## src/adc_consts.svh

```systemverilog
// Functional notes
// - Writing start bit 1 begins selected conversion.
// - Writing start bit 0 stops, returns idle.
// - Single mode clears start bit after conversion.
// - Scan repeats until software, reset, standby, stop.
// - Mode bit: 0 single, 1 scan, resets 0.
// - Single codes 0000-0111 pick inputs 0-7.
// - Scan codes run group base up to code.
// - End flag per pass; interrupt when enabled.
// - Results left-justified bits 6-15, per position.
// - Codes 10xx are group 2; 11xx prohibited.
`ifndef ADC_CONSTS_SVH
`define ADC_CONSTS_SVH

// Register byte offsets on the AXI4-Lite bus.
`define ADC_OFFSET_CSR 8'h00
`define ADC_OFFSET_RESULT_A 8'h04
`define ADC_OFFSET_RESULT_B 8'h08
`define ADC_OFFSET_RESULT_C 8'h0C
`define ADC_OFFSET_RESULT_D 8'h10
`define ADC_OFFSET_EVT_STATUS 8'h14
`define ADC_OFFSET_EVT_CLEAR 8'h18
`define ADC_OFFSET_EVT_ENABLE 8'h1C

// Field positions inside the control and status register.
`define ADC_CSR_END_FLAG_BIT 7
`define ADC_CSR_IRQ_ENABLE_BIT 6
`define ADC_CSR_START_BIT 5
`define ADC_CSR_SCAN_BIT 4
`define ADC_CSR_CHANNEL_MSB 3
`define ADC_CSR_CHANNEL_LSB 0

// Result layout: the converted value starts at this bit.
`define ADC_RESULT_LSB 6

// Reset values.
`define ADC_CSR_RESET 8'h00
`define ADC_CHANNEL_RESET 4'h0
`define ADC_RESULT_RESET 10'h000

// Event status bit positions and count.
`define ADC_EVENT_PASS_END 0
`define ADC_EVENT_ABORT 1
`define ADC_EVENT_COUNT 2

// Bus responses.
`define ADC_RESP_OKAY 2'h0
`define ADC_RESP_DECERR 2'h3

`endif

```

## src/adc_pkg.sv

```systemverilog
package adc_pkg;

    // Sequencer states, one-hot.
    typedef enum logic [2:0] {
        ENGINE_IDLE = 3'h1,
        ENGINE_REQUEST = 3'h2,
        ENGINE_ADVANCE = 3'h4
    } engine_state_e;

endpackage

```

## src/adc_channel_plan.sv

```systemverilog
`timescale 1ns/1ps
`default_nettype none

// Turns a channel code and a mode into the first and last channel of
// the run; both high bits set marks the code as unusable.
module adc_channel_plan (
    input wire logic [3:0] channel_code,
    input wire logic scan_mode,
    output logic [3:0] first_channel,
    output logic [3:0] last_channel,
    output logic prohibited
);

    // Scan starts at the group base; single starts at the code itself.
    always_comb begin
        if (scan_mode) begin
            first_channel = {channel_code[3:2], 2'h0};
        end else begin
            first_channel = channel_code;
        end
        last_channel = channel_code;
        prohibited = channel_code[3] && channel_code[2];
    end

endmodule

`default_nettype wire

```

## src/adc_event_status.sv

```systemverilog
`timescale 1ns/1ps
`default_nettype none

// Sticky event bits with a write-one-to-clear port and an enable mask.
module adc_event_status #(
    parameter int EVENT_COUNT = 2
) (
    input wire logic clk_sys,
    input wire logic reset,
    input wire logic [EVENT_COUNT-1:0] event_pulse,
    input wire logic clear_write,
    input wire logic [EVENT_COUNT-1:0] clear_data,
    input wire logic enable_write,
    input wire logic [EVENT_COUNT-1:0] enable_data,
    output logic [EVENT_COUNT-1:0] status,
    output logic [EVENT_COUNT-1:0] enable,
    output logic irq
);

    // Refuse a width the register layout cannot hold.
    if (EVENT_COUNT < 1 || EVENT_COUNT > 32) begin : g_bad_count
        $error("EVENT_COUNT must lie between 1 and 32.");
    end

    genvar i;
    for (i = 0; i < EVENT_COUNT; i++) begin : g_bit
        // A new event in the clearing cycle keeps the bit set.
        always_ff @(posedge clk_sys or posedge reset) begin
            if (reset) begin
                status[i] <= 1'b0;
            end else if (event_pulse[i]) begin
                status[i] <= 1'b1;
            end else if (clear_write && clear_data[i]) begin
                status[i] <= 1'b0;
            end
        end

        // Enable mask bit.
        always_ff @(posedge clk_sys or posedge reset) begin
            if (reset) begin
                enable[i] <= 1'b0;
            end else if (enable_write) begin
                enable[i] <= enable_data[i];
            end
        end
    end

    // Level request while any enabled bit is set.
    assign irq = |(status & enable);

endmodule

`default_nettype wire

```

## src/adc_sequencer.sv

```systemverilog
`timescale 1ns/1ps
`default_nettype none
`include "adc_consts.svh"

// Converter sequencer: control/status register, four result registers,
// a channel run engine that drives an external converter, and event
// interrupts, all behind an AXI4-Lite slave.
module adc_sequencer #(
    parameter int RESULT_WIDTH = 10
) (
    input wire logic clk_sys,
    input wire logic reset,
    input wire logic [7:0] awaddr,
    input wire logic [2:0] awprot,
    input wire logic awvalid,
    output logic awready,
    input wire logic [31:0] wdata,
    input wire logic [3:0] wstrb,
    input wire logic wvalid,
    output logic wready,
    output logic [1:0] bresp,
    output logic bvalid,
    input wire logic bready,
    input wire logic [7:0] araddr,
    input wire logic [2:0] arprot,
    input wire logic arvalid,
    output logic arready,
    output logic [31:0] rdata,
    output logic [1:0] rresp,
    output logic rvalid,
    input wire logic rready,
    input wire logic standby_entry,
    input wire logic module_stop,
    output logic conversion_request,
    output logic [3:0] conversion_channel,
    input wire logic conversion_done,
    input wire logic [RESULT_WIDTH-1:0] conversion_result,
    output logic interrupt_request
);

    // The result must fit above the fixed low zero bits of a half word.
    if (RESULT_WIDTH != 16 - `ADC_RESULT_LSB) begin : g_bad_width
        $error("RESULT_WIDTH must fill bits 6 to 15 of the result.");
    end

    // Write address and data held until both halves have arrived.
    logic aw_held;
    logic [7:0] aw_addr_held;
    logic w_held;
    logic [31:0] w_data_held;
    logic [3:0] w_strb_held;
    logic write_fire;

    // Control and status fields.
    logic end_flag;
    logic end_flag_armed;
    logic end_irq_enable;
    logic start_bit;
    logic scan_mode;
    logic [3:0] channel_select;
    logic [7:0] csr_value;

    // Latched run plan and engine state.
    adc_pkg::engine_state_e state;
    adc_pkg::engine_state_e next_state;
    logic [3:0] run_first;
    logic [3:0] run_last;
    logic run_scan;
    logic [3:0] plan_first;
    logic [3:0] plan_last;
    logic plan_prohibited;

    // One entry per position inside a group of four inputs.
    logic [RESULT_WIDTH-1:0] result_store [4];

    // Decoded strobes and engine events.
    logic write_csr;
    logic write_evt_clear;
    logic write_evt_enable;
    logic write_mapped;
    logic read_fire;
    logic read_mapped;
    logic [31:0] read_value;
    logic start_request;
    logic stop_request;
    logic force_stop;
    logic start_accept;
    logic abort_run;
    logic channel_finish;
    logic pass_end;
    logic single_finish;
    logic [`ADC_EVENT_COUNT-1:0] event_pulse;
    logic [`ADC_EVENT_COUNT-1:0] event_status;
    logic [`ADC_EVENT_COUNT-1:0] event_enable;
    logic event_irq;

    // A half is taken only while no response is pending, so a second
    // write cannot overrun the first.
    assign awready = !aw_held && !bvalid;
    assign wready = !w_held && !bvalid;
    assign write_fire = aw_held && w_held && !bvalid;

    // Capture the write address.
    always_ff @(posedge clk_sys or posedge reset) begin
        if (reset) begin
            aw_held <= 1'b0;
            aw_addr_held <= 8'h00;
        end else if (awvalid && awready) begin
            aw_held <= 1'b1;
            aw_addr_held <= awaddr;
        end else if (write_fire) begin
            aw_held <= 1'b0;
        end
    end

    // Capture the write data and strobes.
    always_ff @(posedge clk_sys or posedge reset) begin
        if (reset) begin
            w_held <= 1'b0;
            w_data_held <= 32'h0000_0000;
            w_strb_held <= 4'h0;
        end else if (wvalid && wready) begin
            w_held <= 1'b1;
            w_data_held <= wdata;
            w_strb_held <= wstrb;
        end else if (write_fire) begin
            w_held <= 1'b0;
        end
    end

    // Write address decode; only the low byte lane carries the fields.
    always_comb begin
        write_csr = 1'b0;
        write_evt_clear = 1'b0;
        write_evt_enable = 1'b0;
        write_mapped = 1'b1;
        if (aw_addr_held == `ADC_OFFSET_CSR) begin
            write_csr = write_fire && w_strb_held[0];
        end else if (aw_addr_held == `ADC_OFFSET_RESULT_A ||
                     aw_addr_held == `ADC_OFFSET_RESULT_B ||
                     aw_addr_held == `ADC_OFFSET_RESULT_C ||
                     aw_addr_held == `ADC_OFFSET_RESULT_D ||
                     aw_addr_held == `ADC_OFFSET_EVT_STATUS) begin
            // Read-only registers accept and ignore writes.
            write_mapped = 1'b1;
        end else if (aw_addr_held == `ADC_OFFSET_EVT_CLEAR) begin
            write_evt_clear = write_fire && w_strb_held[0];
        end else if (aw_addr_held == `ADC_OFFSET_EVT_ENABLE) begin
            write_evt_enable = write_fire && w_strb_held[0];
        end else begin
            write_mapped = 1'b0;
        end
    end

    // Write response, one cycle after both halves are present.
    always_ff @(posedge clk_sys or posedge reset) begin
        if (reset) begin
            bvalid <= 1'b0;
            bresp <= `ADC_RESP_OKAY;
        end else if (write_fire) begin
            bvalid <= 1'b1;
            bresp <= write_mapped ? `ADC_RESP_OKAY : `ADC_RESP_DECERR;
        end else if (bready) begin
            bvalid <= 1'b0;
        end
    end

    // Assemble the control and status byte from its fields.
    always_comb begin
        csr_value = `ADC_CSR_RESET;
        csr_value[`ADC_CSR_END_FLAG_BIT] = end_flag;
        csr_value[`ADC_CSR_IRQ_ENABLE_BIT] = end_irq_enable;
        csr_value[`ADC_CSR_START_BIT] = start_bit;
        csr_value[`ADC_CSR_SCAN_BIT] = scan_mode;
        csr_value[`ADC_CSR_CHANNEL_MSB:`ADC_CSR_CHANNEL_LSB] =
            channel_select;
    end

    // Read address decode; results are left-justified, low bits zero.
    always_comb begin
        read_value = 32'h0000_0000;
        read_mapped = 1'b1;
        if (araddr == `ADC_OFFSET_CSR) begin
            read_value[7:0] = csr_value;
        end else if (araddr == `ADC_OFFSET_RESULT_A) begin
            read_value[15:`ADC_RESULT_LSB] = result_store[0];
        end else if (araddr == `ADC_OFFSET_RESULT_B) begin
            read_value[15:`ADC_RESULT_LSB] = result_store[1];
        end else if (araddr == `ADC_OFFSET_RESULT_C) begin
            read_value[15:`ADC_RESULT_LSB] = result_store[2];
        end else if (araddr == `ADC_OFFSET_RESULT_D) begin
            read_value[15:`ADC_RESULT_LSB] = result_store[3];
        end else if (araddr == `ADC_OFFSET_EVT_STATUS) begin
            read_value[`ADC_EVENT_COUNT-1:0] = event_status;
        end else if (araddr == `ADC_OFFSET_EVT_CLEAR) begin
            // The clear register is write-only and reads as zero.
            read_value = 32'h0000_0000;
        end else if (araddr == `ADC_OFFSET_EVT_ENABLE) begin
            read_value[`ADC_EVENT_COUNT-1:0] = event_enable;
        end else begin
            read_mapped = 1'b0;
        end
    end

    // A read is taken only while no read answer is pending.
    assign arready = !rvalid;
    assign read_fire = arvalid && arready;

    // Read answer, registered one cycle after the address is taken.
    always_ff @(posedge clk_sys or posedge reset) begin
        if (reset) begin
            rvalid <= 1'b0;
            rdata <= 32'h0000_0000;
            rresp <= `ADC_RESP_OKAY;
        end else if (read_fire) begin
            rvalid <= 1'b1;
            rdata <= read_value;
            rresp <= read_mapped ? `ADC_RESP_OKAY : `ADC_RESP_DECERR;
        end else if (rready) begin
            rvalid <= 1'b0;
        end
    end

    // Start and stop requests carried by a write of the control byte.
    assign start_request = write_csr && w_data_held[`ADC_CSR_START_BIT];
    assign stop_request = write_csr && !w_data_held[`ADC_CSR_START_BIT];
    assign force_stop = standby_entry || module_stop;

    // The plan is judged on the code that the same write carries, so a
    // single write can select a channel and start it.
    adc_channel_plan u_plan (
        .channel_code(w_data_held[`ADC_CSR_CHANNEL_MSB:
                                  `ADC_CSR_CHANNEL_LSB]),
        .scan_mode(w_data_held[`ADC_CSR_SCAN_BIT]),
        .first_channel(plan_first),
        .last_channel(plan_last),
        .prohibited(plan_prohibited)
    );

    // A prohibited code never starts; a running start is left alone.
    assign start_accept = start_request && !start_bit && !force_stop &&
                          !plan_prohibited;
    assign abort_run = start_bit && (stop_request || force_stop);
    assign channel_finish = (state == adc_pkg::ENGINE_REQUEST) &&
                            conversion_done && !abort_run;
    assign pass_end = channel_finish && (conversion_channel == run_last);
    assign single_finish = pass_end && !run_scan;

    // Mode and channel are frozen while a run is active, so a careless
    // write can never bend a sequence half way through.
    always_ff @(posedge clk_sys or posedge reset) begin
        if (reset) begin
            scan_mode <= 1'b0;
            channel_select <= `ADC_CHANNEL_RESET;
        end else if (write_csr && !start_bit) begin
            scan_mode <= w_data_held[`ADC_CSR_SCAN_BIT];
            channel_select <=
                w_data_held[`ADC_CSR_CHANNEL_MSB:`ADC_CSR_CHANNEL_LSB];
        end
    end

    // End-of-conversion interrupt enable.
    always_ff @(posedge clk_sys or posedge reset) begin
        if (reset) begin
            end_irq_enable <= 1'b0;
        end else if (write_csr) begin
            end_irq_enable <= w_data_held[`ADC_CSR_IRQ_ENABLE_BIT];
        end
    end

    // Start bit: stops win over a start, and single mode ends itself.
    always_ff @(posedge clk_sys or posedge reset) begin
        if (reset) begin
            start_bit <= 1'b0;
        end else if (abort_run || force_stop) begin
            start_bit <= 1'b0;
        end else if (single_finish) begin
            start_bit <= 1'b0;
        end else if (start_accept) begin
            start_bit <= 1'b1;
        end
    end

    // The end flag may be cleared only by writing 0 after reading it as
    // 1; a pass that ends in the clearing cycle keeps it set.
    always_ff @(posedge clk_sys or posedge reset) begin
        if (reset) begin
            end_flag <= 1'b0;
            end_flag_armed <= 1'b0;
        end else if (pass_end) begin
            end_flag <= 1'b1;
        end else if (write_csr && end_flag_armed &&
                     !w_data_held[`ADC_CSR_END_FLAG_BIT]) begin
            end_flag <= 1'b0;
            end_flag_armed <= 1'b0;
        end else if (read_fire && araddr == `ADC_OFFSET_CSR &&
                     end_flag) begin
            end_flag_armed <= 1'b1;
        end
    end

    // Engine next state: request a channel, wait for the converter,
    // then step through one gap cycle before the next request.
    always_comb begin
        next_state = state;
        case (state)
            adc_pkg::ENGINE_IDLE: begin
                if (start_accept) begin
                    next_state = adc_pkg::ENGINE_REQUEST;
                end
            end
            adc_pkg::ENGINE_REQUEST: begin
                if (abort_run) begin
                    next_state = adc_pkg::ENGINE_IDLE;
                end else if (single_finish) begin
                    next_state = adc_pkg::ENGINE_IDLE;
                end else if (channel_finish) begin
                    next_state = adc_pkg::ENGINE_ADVANCE;
                end
            end
            adc_pkg::ENGINE_ADVANCE: begin
                if (abort_run) begin
                    next_state = adc_pkg::ENGINE_IDLE;
                end else begin
                    next_state = adc_pkg::ENGINE_REQUEST;
                end
            end
            default: begin
                next_state = adc_pkg::ENGINE_IDLE;
            end
        endcase
    end

    // Engine state and the request level seen by the converter.
    always_ff @(posedge clk_sys or posedge reset) begin
        if (reset) begin
            state <= adc_pkg::ENGINE_IDLE;
            conversion_request <= 1'b0;
        end else begin
            state <= next_state;
            conversion_request <= (next_state == adc_pkg::ENGINE_REQUEST);
        end
    end

    // Run plan latched at the start; the channel steps and wraps.
    always_ff @(posedge clk_sys or posedge reset) begin
        if (reset) begin
            run_first <= `ADC_CHANNEL_RESET;
            run_last <= `ADC_CHANNEL_RESET;
            run_scan <= 1'b0;
            conversion_channel <= `ADC_CHANNEL_RESET;
        end else if (start_accept) begin
            run_first <= plan_first;
            run_last <= plan_last;
            run_scan <= w_data_held[`ADC_CSR_SCAN_BIT];
            conversion_channel <= plan_first;
        end else if (pass_end && run_scan) begin
            conversion_channel <= run_first;
        end else if (channel_finish && !pass_end) begin
            conversion_channel <= conversion_channel + 4'h1;
        end
    end

    // Each result lands in the register of its position in the group.
    always_ff @(posedge clk_sys or posedge reset) begin
        if (reset) begin
            for (int k = 0; k < 4; k++) begin
                result_store[k] <= `ADC_RESULT_RESET;
            end
        end else if (channel_finish) begin
            result_store[conversion_channel[1:0]] <=
                conversion_result;
        end
    end

    // Pass ends and aborted runs feed the sticky event register.
    assign event_pulse[`ADC_EVENT_PASS_END] = pass_end;
    assign event_pulse[`ADC_EVENT_ABORT] = abort_run &&
        (state != adc_pkg::ENGINE_IDLE);

    adc_event_status #(
        .EVENT_COUNT(`ADC_EVENT_COUNT)
    ) u_events (
        .clk_sys(clk_sys),
        .reset(reset),
        .event_pulse(event_pulse),
        .clear_write(write_evt_clear),
        .clear_data(w_data_held[`ADC_EVENT_COUNT-1:0]),
        .enable_write(write_evt_enable),
        .enable_data(w_data_held[`ADC_EVENT_COUNT-1:0]),
        .status(event_status),
        .enable(event_enable),
        .irq(event_irq)
    );

    // One interrupt line: the end flag when enabled, or any enabled event.
    assign interrupt_request = (end_flag && end_irq_enable) ||
                               event_irq;

endmodule

`default_nettype wire

```

## config.mk

```make
export PLATFORM = sky130hd
export DESIGN_NAME = adc_sequencer
export DESIGN_NICKNAME = d
export VERILOG_FILES = /design/src/adc_pkg.sv /design/src/adc_channel_plan.sv /design/src/adc_event_status.sv /design/src/adc_sequencer.sv
export VERILOG_INCLUDE_DIRS = /design/src
export SDC_FILE = /design/constraint.sdc
export NUM_CORES = 1
export LEC_CHECK = 0
export BUFFER_PORTS_ARGS = -buffer_cell sky130_fd_sc_hd__clkbuf_2
export CAP_MARGIN = 10
export CORE_MARGIN = 2
export CORE_UTILIZATION = 54
export CTS_CLUSTER_DIAMETER = 120
export DETAILED_ROUTE_END_ITERATION = 6
export HOLD_SLACK_MARGIN = 0.08
export PLACE_DENSITY = 0.9
export SLEW_MARGIN = 0
export SYNTH_ARGS = -nofsm -noshare
export SYNTH_HDL_FRONTEND = slang
export SYNTH_HIERARCHICAL = 1
export SYNTH_SLANG_ARGS = --single-unit
```

## constraint.sdc

```tcl
create_clock -name clk_sys -period 4.3 [get_ports clk_sys]
set_input_delay 0.645 -clock clk_sys [delete_from_list [all_inputs] [get_ports clk_sys]]
set_output_delay 0.645 -clock clk_sys [all_outputs]
set_load 0.05 [all_outputs]
```

==> summary.md <==
| Metric | Value |
|---|---|
| Outcome | finished, final reports clean |
| Post-synthesis sequential area ratio | 0.5313 |
| Slew margin rel. | 0.2646 |
| Crit Path Category | flop to flop |
| Clk_skew | 0.009371 ns |
| Tmin final | 2.374 ns |
| Depth of the most critical reg-to-reg path | 5 |
| Die H | 101.5 um |
| Post-Syn Area | 5136 um2 |
| Fin area | 5658 um2 |
| Crit share post-route | 0.5521 |
| EDFF count, synth | 0 |
| Number of synthesized register bits | 109 |
| Wire length per cell | 16.71 um |
| Main area contributors after synthesis | dfrtp_1, mux2_2, buf_4 |
| Largest net degree at the start of global routing | 78 |
| R2R Setup Slk | 1.93 ns |
| # resized after CTS | 0 |
| Root Driver | clkbuf_8 |
| Core area | 9240 um2 |
| Routed vias/inst | 5.577 |
| Leakage power | 2.821 nW |
| Clk buf depth | 2 |
| Worst-path clk slew | 0.10 ns |
| Least-Margin Pin Slew | 1.094 ns |
| Antenna cell count | 0 |
| VDD IR max | 0.0004147 V |
| Total power | 0.002367 W |
| CTS Hold Bufs | 0 |
| Initial core utilization | 0.5559 |
| FF-to-FF End | conversion_channel[1] |
| PD cells | 418.4 nW/um2 |
| Critical Path Start Type | flop |
| Initial antenna violation count | 0 |
| Largest area contributor in the netlist | dfrtp_1 |
| Layout area overhead | 10.16% |
| Crit path to | conversion_channel[1] |
| Final GP Congestion | 0.8324 |
| Min Hold Slack | 0.1673 ns |
| Die area | 10310 um2 |
| Main synth FF type | dfrtp_1 |
| CP arrival | 2.66 ns |
| DRT Pass-1 Iters | 4 |
| CTS Buf Count | 9 |
| Antenna viol nets, final | 0 |
| Nets@finish | 594 |
| H-Tree Depth | 3 |
| Hold Vio Cnt, Final | 0 |
| CP Data Required Time | 4.59 ns |
| Clk_lat worst skew | 0.37 ns |
| Slew Limit Fails | 0 |
| Post-synth top area share | 0.5262 |
| Clock sinks | 109 |
| First-pass GRT wire length | 17750 um |
| RR Startpoint | bvalid |
| Rows | 35 |
| Worst setup EP type | flop |
| Ys async rst share | 1.000 |
| Synth warn | 6 |
| Placed cell areas | 5480 um2 |
| TritonCTS clock tree | yes |
| DRC | 0 |
| Netlist cell types | 59 |
| Detailed placement HPWL | 7729 um |
| IO buf count | 75 |
| Max Clk Rate | 421.2 MHz |
| Post-synthesis cell count | 451 |
| Grt ovf | 0 |
| Setup Fix Bufs, Post-CTS | 0 |
| Via Count | 3603 |
| Initial drt markers | 172 |
| Setup violations, final | 0 |
| Setup TNS Final | 0 ns |
| Max Cap Viol | 0 |
| Hold WC Path Type | primary input to async pin |
| Final wirelength | 10800 um |
| Synth Area per Inst | 11.39 um2 |
| Chip width | 101.5 um |
| CP Max Fanout | 13 |
| Vias in the first global route | 3611 |
| Worst Setup SP | bvalid |
| Tot GR Track Use | 0.2240 |
| Layout cells sized above 1 | 0.3385 |
| Fillcell total | 727 |
| Num ports | 125 |
| RSZ-0062 raised after global routing | false |
## metal layers
layer | GRT usage | wire, um
met5 | 0 | 0
met4 | 0.07900 | 155
met3 | 0.04072 | 564
met2 | 0.3902 | 5608
met1 | 0.2803 | 4468
## cell families (layout without fill, tap and decap cells)
family | after synthesis | count (layout) | synth area share
other | 1 | 16 | 0.0007301
adders and majority gates | 4 | 4 | 0.009745
DFF | 109 | 109 | 0.5313
muxes | 70 | 70 | 0.1544
and+or+nand+nor | 125 | 125 | 0.1316
AOI/OAI and AO/OA | 79 | 79 | 0.09890
xor gates and xnor gates | 7 | 7 | 0.01194
buffers and inverters | 56 | 107 | 0.06139
## layout make-up
class	instances	area, um2	share of cell area
Tap cell	129	161.4	0.02853
Clock buffer	11	141.4	0.02499
Clock inverter	5	36.28	0.006413
Timing Repair Buffer	76	382.9	0.06767
Multi-Input combinational cell	301	2148	0.3797
Sequential cell	109	2729	0.4823
Inverter	15	58.81	0.01039
## worst max-delay path, stage by stage, from the launching register on
cell      delay [ns]
dfrtp_1         0.45
and4b_1         0.36
nand4_4         0.20
nor4_2          0.94
nand2_1         0.20
o211ai_1        0.14
## report_power, final
part / switching (W) / internal (W) / total [W] / leakage [nW]
Combinational: 0.000336 / 0.000189 / 0.000525 / 1.30
Clock: 0.000333 / 0.000227 / 0.000560 / 0.0815
Sequential: 0.000138 / 0.00114 / 0.00128 / 1.44
## synthesized netlist by cell type, types with 2 or more instances
cell	count
a31oi_1	3
nand3b_1	4
and2_1	3
inv_1	15
a22oi_1	3
buf_4	25
or3_1	3
nand2b_1	3
o22ai_1	2
o21ai_0	13
nand4_1	3
o31ai_1	7
clkbuf_1	11
buf_2	2
nor3_2	2
mux2_4	2
a22o_1	5
nor4_2	2
a21o_1	6
ha_1	4
nor4_1	2
nand3_1	6
a221o_1	2
dfrtp_1	108
nor3_1	14
o211ai_1	4
mux2i_1	2
mux2_2	64
nand2_1	41
o21a_1	2
xnor2_1	6
nor2_1	18
nand2_2	5
nor2b_1	7
a21oi_1	27
mux2_1	2
## per-stage QoR
step                  util  setup WS (ns)  cells
floorplan                -         0.8961    466
global placement    0.5931          1.813    630
detailed placement  0.5931          1.740    630
CTS                 0.6123          2.021    646
global route        0.6123          1.700    646
finish              0.6123          1.926    646
## registers in the layout, summed over array words and instances, names as in the netlist, 2 cells and up
name / cells
conversion_channel: 4
w_data_held: 8
run_last: 4
u_events/status: 2
run_first: 4
u_events/enable: 2
channel_select: 4
aw_addr_held: 8
result_store: 40
state: 3
rdata: 16
## how the worst min path moves through the flow
stage,end,slack (ns),cells after the start,from
global placement,end_flag_armed,0.45,1,end_flag_armed
finish,u_events/status[1],0.17,2,reset
CTS,u_events/status[1],0.16,2,reset
floorplan,u_events/enable[0],0.41,1,reset
global route,u_events/status[0],0.16,2,reset
detailed placement,rdata[14],0.47,2,rdata[14]
## cell usage in the layout (no fill, tap or decap), types with 3 or more instances in the layout
| cell type | synthesis | final |
|---|---|---|
| nand2_1 | 41 | 41 |
| nor2_1 | 18 | 18 |
| a31oi_1 | 3 | 3 |
| or3_1 | 3 | 3 |
| a22o_1 | 5 | 5 |
| ha_1 | 4 | 4 |
| nor3_1 | 14 | 14 |
| a22oi_1 | 3 | 3 |
| and2_1 | 3 | 3 |
| a21oi_1 | 27 | 27 |
| mux2_2 | 64 | 64 |
| xnor2_1 | 6 | 6 |
| clkbuf_8 | 0 | 10 |
| conb_1 | 1 | 16 |
| o211ai_1 | 4 | 4 |
| o31ai_1 | 7 | 7 |
| nand4_1 | 3 | 3 |
| inv_1 | 15 | 14 |
| nand3_1 | 6 | 6 |
| clkinvlp_4 | 0 | 3 |
| clkbuf_2 | 1 | 75 |
| a21o_1 | 6 | 6 |
| nand3b_1 | 4 | 4 |
| nand2_2 | 5 | 5 |
| nand2b_1 | 3 | 3 |
| nor2b_1 | 7 | 7 |
| o21ai_0 | 13 | 13 |
| dfrtp_1 | 108 | 108 |
No activity file was read; power rests on OpenSTA's default activity.
